===== src/msd_pkg.sv =====
// package: constants for the motor start command decoder
`default_nettype none
package msd_pkg;
    // stop method setting encodings (value in whole units)
    localparam logic [13:0] MSD_COAST_MIN     = 14'h0000;
    localparam logic [13:0] MSD_COAST_MAX     = 14'h0064;
    localparam logic [13:0] MSD_DIRCOAST_MIN  = 14'h03e8;
    localparam logic [13:0] MSD_DIRCOAST_MAX  = 14'h044c;
    localparam logic [13:0] MSD_DIR_DECEL     = 14'h22b8;
    localparam logic [13:0] MSD_DECEL_DEFAULT = 14'h270f;
    localparam logic [13:0] MSD_DIRCOAST_BASE = 14'h03e8;
    // terminal function code for the hold input
    localparam logic [7:0]  MSD_FUNC_HOLD     = 8'h19;
    // default terminal codes for forward and reverse
    localparam logic [7:0]  MSD_FUNC_FWD      = 8'h3c;
    localparam logic [7:0]  MSD_FUNC_REV      = 8'h3d;
    // clock rate and one-second tick
    localparam int unsigned MSD_CLK_HZ        = 250000000;
    // bus register offsets (byte addresses)
    localparam logic [3:0]  MSD_REG_STOP      = 4'h0;
    localparam logic [3:0]  MSD_REG_ASSIGN    = 4'h4;
    localparam logic [3:0]  MSD_REG_CTRL      = 4'h8;
    localparam logic [3:0]  MSD_REG_STATUS    = 4'hc;
    // stop sequence states
    typedef enum logic [1:0] {
        MSD_IDLE  = 2'b00,
        MSD_RUN   = 2'b01,
        MSD_DELAY = 2'b11,
        MSD_DECEL = 2'b10
    } msd_state_t;
endpackage
`default_nettype wire


===== src/msd_decoder.sv =====
// module: run input decoder with self-hold, stop method and register bus
`default_nettype none
// Function
// - default setting: forward alone forward, reverse alone reverse, else decelerate
// - settings 1000-1100 or 8888: forward is run, reverse is direction
// - run+direction: off/off stop, rev only stop, fwd forward, both reverse
// - settings 0-100 or 1000-1100: run removal coasts motor
// - hold input on enables self-holding; run inputs become start triggers
// - self-hold latches run on input on then off; keeps running
// - hold input going off clears latch and decelerates
// - jog active with jog enabled ignores the hold input
// - shutoff input stops output but keeps self-hold latch
// - forward only on first terminal, reverse only on second
// - settings 0-100 s: coast after that time past run removal
// - settings 9999 or 8888 decelerate on run removal; default 9999
module msd_decoder
    import msd_pkg::*;
#(
    parameter int unsigned TICK_CYCLES = MSD_CLK_HZ
)(
    input  wire logic        clk,
    input  wire logic        rst_n,
    input  wire logic        forward_run_input,
    input  wire logic        reverse_run_input,
    input  wire logic        hold_input,
    input  wire logic        jog_input,
    input  wire logic        output_shutoff_input,
    input  wire logic [3:0]  avs_address,
    input  wire logic        avs_read,
    input  wire logic        avs_write,
    input  wire logic [31:0] avs_writedata,
    output logic      [31:0] avs_readdata,
    output logic             avs_waitrequest,
    output logic             run_out,
    output logic             reverse_out,
    output logic             decel_stop_out,
    output logic             coast_stop_out,
    output logic             output_enable_out
);

// ----------------------------------------
// state
// ----------------------------------------
typedef struct packed {
    logic [4:0]  s1;
    logic [4:0]  s2;
    logic        hold_prev;
    logic        fwd_prev;
    logic        rev_prev;
    logic        latch_run;
    logic        latch_rev;
    logic        run_prev;
    logic        rev_last;
    msd_state_t  st;
    logic [31:0] tick_cnt;
    logic [6:0]  sec_cnt;
    logic [13:0] stop_method_setting;
    logic [7:0]  first_terminal_assign_setting;
    logic [7:0]  second_terminal_assign_setting;
    logic [7:0]  last_terminal_assign_setting;
    logic        jog_enable;
    logic        ack;
    logic [31:0] rdata;
    logic        run;
    logic        rev;
    logic        decel;
    logic        coast;
    logic        oen;
} msd_s_t;

msd_s_t q_reg;
msd_s_t q_next;

// ----------------------------------------
// decode helpers
// ----------------------------------------
logic       fwd;
logic       rvs;
logic       hold;
logic       jog;
logic       shut;
logic       fwd_ok;
logic       rev_ok;
logic       dir_mode;
logic       timed_coast;
logic       hold_en;
logic       run_cmd;
logic       dir_cmd;
logic [6:0] coast_secs;
logic       tick;

// ----------------------------------------
// decode
// ----------------------------------------
always_comb
begin
    q_next = q_reg;
    fwd  = q_reg.s2[0];
    rvs  = q_reg.s2[1];
    hold = q_reg.s2[2];
    jog  = q_reg.s2[3];
    shut = q_reg.s2[4];
    fwd_ok = (q_reg.first_terminal_assign_setting == MSD_FUNC_FWD) & fwd;
    rev_ok = (q_reg.second_terminal_assign_setting == MSD_FUNC_REV) & rvs;
    dir_mode = ((q_reg.stop_method_setting >= MSD_DIRCOAST_MIN)
               & (q_reg.stop_method_setting <= MSD_DIRCOAST_MAX))
               | (q_reg.stop_method_setting == MSD_DIR_DECEL);
    timed_coast = (q_reg.stop_method_setting <= MSD_COAST_MAX)
                  | ((q_reg.stop_method_setting >= MSD_DIRCOAST_MIN)
                  & (q_reg.stop_method_setting <= MSD_DIRCOAST_MAX));
    coast_secs = (q_reg.stop_method_setting <= MSD_COAST_MAX)
                 ? q_reg.stop_method_setting[6:0]
                 : 7'(q_reg.stop_method_setting - MSD_DIRCOAST_BASE);
    hold_en = (q_reg.first_terminal_assign_setting == MSD_FUNC_HOLD)
              | (q_reg.second_terminal_assign_setting == MSD_FUNC_HOLD)
              | (q_reg.last_terminal_assign_setting == MSD_FUNC_HOLD);
    hold_en = hold_en & ~(jog & q_reg.jog_enable);

    // ----------------------------------------
    // input synchroniser
    // ----------------------------------------
    q_next.s1 = {output_shutoff_input, jog_input, hold_input,
                 reverse_run_input, forward_run_input};
    q_next.s2 = q_reg.s1;
    q_next.fwd_prev  = fwd_ok;
    q_next.rev_prev  = rev_ok;
    q_next.hold_prev = hold;

    // ----------------------------------------
    // self-hold latch
    // ----------------------------------------
    if (hold_en & hold)
    begin
        if (q_reg.fwd_prev & ~fwd_ok)
        begin
            q_next.latch_run = 1'b1;
            q_next.latch_rev = 1'b0;
        end
        if (q_reg.rev_prev & ~rev_ok)
        begin
            q_next.latch_run = 1'b1;
            q_next.latch_rev = 1'b1;
        end
    end
    if (~(hold_en & hold))
        q_next.latch_run = 1'b0;

    // ----------------------------------------
    // commands
    // ----------------------------------------
    if (hold_en & hold)
    begin
        run_cmd = q_reg.latch_run | fwd_ok | rev_ok;
        dir_cmd = rev_ok ? 1'b1 : (fwd_ok ? 1'b0 : q_reg.latch_rev);
    end
    else if (dir_mode)
    begin
        run_cmd = fwd_ok;
        dir_cmd = rev_ok;
    end
    else
    begin
        run_cmd = fwd_ok ^ rev_ok;
        dir_cmd = rev_ok;
    end

    // ----------------------------------------
    // one-second tick
    // ----------------------------------------
    tick = 1'b0;
    if (q_reg.tick_cnt >= TICK_CYCLES - 1)
    begin
        q_next.tick_cnt = '0;
        tick = 1'b1;
    end
    else
        q_next.tick_cnt = q_reg.tick_cnt + 32'h1;

    // ----------------------------------------
    // stop sequencing
    // ----------------------------------------
    q_next.run_prev = run_cmd;
    unique case (q_reg.st)
        MSD_IDLE:
        begin
            if (run_cmd)
                q_next.st = MSD_RUN;
        end
        MSD_RUN:
        begin
            q_next.rev_last = dir_cmd;
            if (~run_cmd)
            begin
                q_next.sec_cnt = '0;
                q_next.tick_cnt = '0;
                q_next.st = timed_coast ? MSD_DELAY : MSD_DECEL;
            end
        end
        MSD_DELAY:
        begin
            if (run_cmd)
                q_next.st = MSD_RUN;
            else if (q_reg.sec_cnt >= coast_secs)
                q_next.st = MSD_IDLE;
            else if (tick)
                q_next.sec_cnt = q_reg.sec_cnt + 7'h1;
        end
        MSD_DECEL:
        begin
            q_next.st = run_cmd ? MSD_RUN : MSD_IDLE;
        end
    endcase

    // ----------------------------------------
    // outputs
    // ----------------------------------------
    q_next.run   = (q_next.st == MSD_RUN) & ~shut;
    q_next.rev   = (q_next.st == MSD_RUN) ? dir_cmd : q_reg.rev_last;
    q_next.decel = (q_next.st == MSD_DECEL) | (q_next.st == MSD_DELAY);
    q_next.coast = (q_reg.st == MSD_DELAY) & (q_next.st == MSD_IDLE);
    q_next.oen   = ~shut & (q_next.st != MSD_IDLE);

    // ----------------------------------------
    // bus request, one wait cycle
    // ----------------------------------------
    q_next.ack = 1'b0;
    if ((avs_read | avs_write) & ~q_reg.ack)
    begin
        q_next.ack = 1'b1;
        q_next.rdata = '0;
        if (~avs_write)
        begin
            unique case (avs_address)
                MSD_REG_STOP:   q_next.rdata = {18'h0, q_reg.stop_method_setting};
                MSD_REG_ASSIGN: q_next.rdata = {8'h0, q_reg.last_terminal_assign_setting,
                                                q_reg.second_terminal_assign_setting,
                                                q_reg.first_terminal_assign_setting};
                MSD_REG_CTRL:   q_next.rdata = {31'h0, q_reg.jog_enable};
                MSD_REG_STATUS: q_next.rdata = {24'h0, q_reg.st, q_reg.latch_rev,
                                                q_reg.latch_run, q_reg.coast,
                                                q_reg.decel, q_reg.rev, q_reg.run};
                default:        q_next.rdata = '0;
            endcase
        end
    end

    // ----------------------------------------
    // bus write, lands on the acknowledge edge
    // ----------------------------------------
    if (avs_write & q_reg.ack)
    begin
        unique case (avs_address)
            MSD_REG_STOP:   q_next.stop_method_setting = avs_writedata[13:0];
            MSD_REG_ASSIGN:
            begin
                q_next.first_terminal_assign_setting  = avs_writedata[7:0];
                q_next.second_terminal_assign_setting = avs_writedata[15:8];
                q_next.last_terminal_assign_setting   = avs_writedata[23:16];
            end
            MSD_REG_CTRL:   q_next.jog_enable = avs_writedata[0];
            default:        q_next.rdata = q_reg.rdata;
        endcase
    end
end

// ----------------------------------------
// registers
// ----------------------------------------
always_ff @(posedge clk)
begin
    if (!rst_n)
    begin
        q_reg <= '0;
        q_reg.stop_method_setting <= MSD_DECEL_DEFAULT;
        q_reg.first_terminal_assign_setting <= MSD_FUNC_FWD;
        q_reg.second_terminal_assign_setting <= MSD_FUNC_REV;
    end
    else
        q_reg <= q_next;
end

// ----------------------------------------
// ports
// ----------------------------------------
assign avs_readdata      = q_reg.rdata;
assign avs_waitrequest   = ~q_reg.ack;
assign run_out           = q_reg.run;
assign reverse_out       = q_reg.rev;
assign decel_stop_out    = q_reg.decel;
assign coast_stop_out    = q_reg.coast;
assign output_enable_out = q_reg.oen;

endmodule
`default_nettype wire


===== config.mk =====
export PLATFORM = sky130hd
export DESIGN_NAME = msd_decoder
export DESIGN_NICKNAME = d
export VERILOG_FILES = /design/src/msd_pkg.sv /design/src/msd_decoder.sv
export SDC_FILE = /design/constraint.sdc
export NUM_CORES = 1
export LEC_CHECK = 0
export ABC_AREA = 1
export BUFFER_PORTS_ARGS = -buffer_cell sky130_fd_sc_hd__buf_2
export CAP_MARGIN = 20
export CORE_UTILIZATION = 30
export CTS_CLUSTER_DIAMETER = 120
export DETAILED_ROUTE_END_ITERATION = 10
export PLACE_DENSITY = 0.48
export SYNTH_ARGS = -nofsm -noshare
export SYNTH_HDL_FRONTEND = slang
export SYNTH_SLANG_ARGS = --single-unit

===== constraint.sdc =====
create_clock -name clk -period 4.6 [get_ports clk]
set_clock_uncertainty 0.1 [all_clocks]
set_input_delay 0.69 -clock clk [delete_from_list [all_inputs] [get_ports clk]]
set_output_delay 0.69 -clock clk [all_outputs]
set_load 0.05 [all_outputs]

# After elaboration in Yosys (flattened, before gate mapping)
# Cells that the tools add are included.
# totals
ff_bits	133
inputBits	45
word_cells	118
# op_classes
bitwise_logic	27
muxes	28
n_reduce_logical	13
addsub	3
magnitude_cmp	5
eq_ne	20
# ops
op	n
two-way mux 32 bit	4
case mux 24 bit (4 select lines)	1
two-way mux 41 bit	1
two-way mux 33 bit	1
adder 32 x 1 -> 32 bit (second input constant)	1
greater-or-equal comparator 32 x 28 -> 1 bit (second input constant)	1
two-way mux 7 bit	4
== test 8 x 5 -> 1 bit (second input constant)	3
two-way mux 24 bit	1
== test 8 x 6 -> 1 bit (second input constant)	2
== test 14 bit (second input constant)	1
greater-or-equal comparator 14 x 10 -> 1 bit (second input constant)	1
less-or-equal comparator 14 x 11 -> 1 bit (second input constant)	1
less-or-equal comparator 14 x 7 -> 1 bit (second input constant)	1
case mux 7 bit (2 select lines)	1
AND 1 bit	13
two-way mux 2 bit	5
!= test 2 bit (second input constant)	5
AND reduction 2 bit	5
two-way mux 1 bit	9
== test 2 bit (second input constant)	4
== test 4 bit (second input constant)	2
bitwise OR 1 bit	8
case mux 2 bit (4 select lines)	1
12 further kinds	20

# Longest topological paths before layout
# logic_depth
word_depth	10
ltp_mapped	19
mapped_depth_nobuf	18

# Worst setup path after synthesis
# OpenSTA, ideal clock, no wires.
# synth_timing
kind	reg2reg
start	register q_reg[65] (netlist name)
end	register q_reg[78] (netlist name)
required_ns	4.388
n_path_buf	0
setup_slack_ns	2.165
arrival_time_ns	2.224
setup_time_ns	0.112
stages_incl_launch_ff	18
path_cell_list	dfxtp_1 inv_1 o21ai_0 nand3_1 nand3_1 nand2_1 xor2_1 ha_1 nand2_1 nor2_1 a211oi_1 nand3_1 nor2_1 nor2_1 a21oi_4 nand3_1 nand2_1 nor2_1
# synth_via
elab_chain_cells	7
elab_cells_between_ends	15
classes_between	add/sub: 1; order compare: 4; eq/ne: 4; mux: 3; bitwise: 2; reduce/logical: 1
# synth_rtl
item	line	text
start, declared	msd_decoder.sv:71	msd_s_t q_reg;
start signal, assigned	msd_decoder.sv:279	q_reg <= q_next;
branches (longest 6 deep; another with less-or-equal comparator 14 x 7 -> 1 bit)	--	
AND reduction 5 bit (no source line) (*)	--	
# Every way passes the cells marked *.
# A chain may end at the register's enable or synchronous reset.

# Worst setup path after layout
# layout_timing
start	register q_reg[76] (netlist name)
end	register q_reg[78] (netlist name)
# The elaborated chain is that of the path after synthesis.

==> impl_metrics.ini <==
[global_routing]
antenna_found_initial = 0
grt_pass1_vias = 4774
grt_max_degree = 53
grt_pass1_wl_um = 24380
grtUsageTotal = 0.1552
grt_overflow = 0

[sta]
max_clock_freq_mhz = 350.7
period_needed_ns = 2.852
fin_crit_sh = 0.6199
rsz0062_at_grt = false
hold_viol_final = 0
relSlewSlack = 0.4346
maxSlewViolCount = 0
fin_ws_ns = 1.748
tightest_slew_ns = 0.8429
setup_viol = 0
tns_ns = 0

[worst_hold_path]
hp-class = flop to flop

[floorplan]
die_y_um = 144.2
die_x_um = 144.2
rows = 51
io_pins = 83
fp.dieArea_um2 = 20800
core_area_um2 = 19650
start_util = 0.3087

[synth]
ys_seq_area_frac = 0.4092
synth_cells = 836
ys_ff_latch = 124
ys_types = 52
ys.flop_type = dfxtp_1
synthDominantCellAreaShare = 0.4092
synth_area_leaders = dfxtp_1 41%, nand2_1 10%, inv_1 6.8%
synth.most_common_cell = nand2_1
synth_top_cells_by_count = 161 x nand2_1, 124 x dfxtp_1, 110 x inv_1
synth.cell_area_um2 = 6067
synth.avg_cell_area_um2 = 7.257
synth_warnings = 0
async_flop_share = 0
synth_top_area_cell = dfxtp_1
synth-edff-count = 0

[power_and_ir_drop]
p_leak_nw = 3.282
ir_worst_vdd_v = 0.0002548
power.density_nw_per_um2 = 375.9
report.power.total_mw = 2.660

[layout]
design_area_um2 = 7078
drive_gt1_frac = 0.1685
diodes = 0
syn_to_final_growth_pct = 16.66
nNetsFinal = 938
layoutNonFillerInstCount = 1161
largest_register_ffs = 88

[clock_tree]
clk_pin_slew_worst_paths_ns = 0.07
htree_levels = 4
post-cts-setup-buffer-count = 0
clock-sinks = 124
cts_tree = built
root_buffer = clkbuf_16
cts_buffers = 17
clockBufferDepth = 2
clkLatencyLatePin_ns = 0.43
cts-hold-fix-buffers = 0
cts_resized = 0

[worst_setup_path]
arrival_ns = 3.06
critPathLaunchType = flop
cp_max_fo = 7
critPathCaptureType = flop
max_stage_delay_ns = 0.33
required_ns = 4.81
crit_chain = nor2_1 -> nand2_1 -> nor2_2 -> nand3_1 -> o21ai_0 -> ha_1 -> a21oi_1 -> nor2_1 -> a211oi_1 -> nand3_1 -> nor2_1 -> nor2_1 -> a21oi_4 -> nand3_1 -> nand2_1 -> nor2_1
crit_path_top_delay_cell = dfxtp_1
path_common_cell = nor2_1
critical_path_class = flop to flop

[placed_design]
dp.cells = 1129
io_buffers = 66
place_area_um2 = 6465
gp_congestion = 0.8555
hpwlAfterDp_um = 11090
place_ws_ns = 1.309

[route]
vias = 5154
route.detailed.drc = 0
first_pass_iters = 4
vias_per_cell = 4.439
ant_nets = 0
wire_per_inst_um = 13.15
wl_um = 15270
drt_iter0_drc = 248

[run]
drv_cap = 0

[status]
outcome = completed
-- final cells by class --
type / count / area, um^2
multi-input combinational: 549 / 2826
fill: 2146 / 12580
inverter: 119 / 449.2
clock buffer: 17 / 425.4
clock inverter: 15 / 187.7
tap: 265 / 331.6
timing repair buffer: 72 / 375.4
sequential: 124 / 2482
-- per-stage QoR --
stage | util | hold WS (ns)
finish | 0.3601 | 0.3230
global route | 0.3601 | 0.3446
CTS | 0.3601 | 0.3226
detailed placement | 0.3289 | 0.3070
global placement | 0.3289 | 0.3012
floorplan | - | 0.2905
-- logic make-up (layout without fill, tap and decap cells) --
| group | count (synthesis) | after routing | synth area share |
|---|---|---|---|
| simple gates | 368 | 368 | 0.2875 |
| flops | 124 | 124 | 0.4092 |
| xor+xnor | 10 | 10 | 0.01444 |
| fa+ha+maj | 10 | 10 | 0.02062 |
| compound gates | 149 | 149 | 0.1353 |
| other cells | 1 | 12 | 0.0006181 |
| buf+inv | 174 | 223 | 0.1324 |
-- final timing paths --
| path | start | to | slack, ns | depth (start not counted) |
|---|---|---|---|---|
| worst max register to register | q_reg[76] | q_reg[78] | 1.75 | 16 |
| worst min register to register | q_next[127] | hold | 0.32 | 2 |
| worst max-delay path | q_reg[76] | q_reg[78] | 1.75 | 16 |
| worst min-delay path | q_next[127] | hold | 0.32 | 2 |
-- critical path, delay by kind of cell, from the launching register on --
kind            cells  cell delay [ns]
fa+ha+maj           1             0.30
compound gates      4             0.80
flops               1             0.33
simple gates       11             1.19
-- layout by cell type (no fill, tap or decap), types with 2 or more instances in the layout --
cell	synthesis	final
dfxtp_1	124	124
inv_2	7	7
clkinv_4	0	3
o22ai_1	9	9
clkbuf_16	0	17
nor2_1	80	80
nand4_2	2	2
nor2_4	5	5
inv_6	0	5
conb_1	1	12
bufinv_16	0	3
nand2_2	5	5
clkinvlp_4	0	3
o21ai_0	63	63
nor3_2	4	4
nor3_1	18	18
nand3_2	3	3
o221ai_1	5	5
nor4_1	3	3
a31oi_1	3	3
a21oi_1	55	55
inv_1	110	110
ha_1	10	10
nor2_2	7	7
nand4_1	12	12
nand3_4	2	2
xor2_1	8	8
buf_2	2	66
nor3_4	2	2
or2_2	3	3
buf_4	32	6
o31ai_1	3	3
nand2_1	161	161
xnor2_1	2	2
nand3_1	54	54
-- where the power goes --
group	total (mW)	internal, mW	switching [mW]
clock	1.41	0.861	0.547
combinational	0.153	0.0416	0.111
sequential	1.10	1.09	0.00945
total	2.66	1.99	0.668
-- layer usage --
| metal | share of wire | vias to the layer above | global-route usage | routed length (um) |
|---|---|---|---|---|
| li1 | - | 2767 | - | - |
| met1 | 0.52 | 2292 | 0.2085 | 7881 |
| met2 | 0.44 | 79 | 0.2395 | 6718 |
| met3 | 0.035 | 16 | 0.03377 | 536 |
| met4 | 0.0088 | 0 | 0.06371 | 134 |
| met5 | 0 | - | 0 | 0 |
No activity file was read; power rests on OpenSTA's default activity.
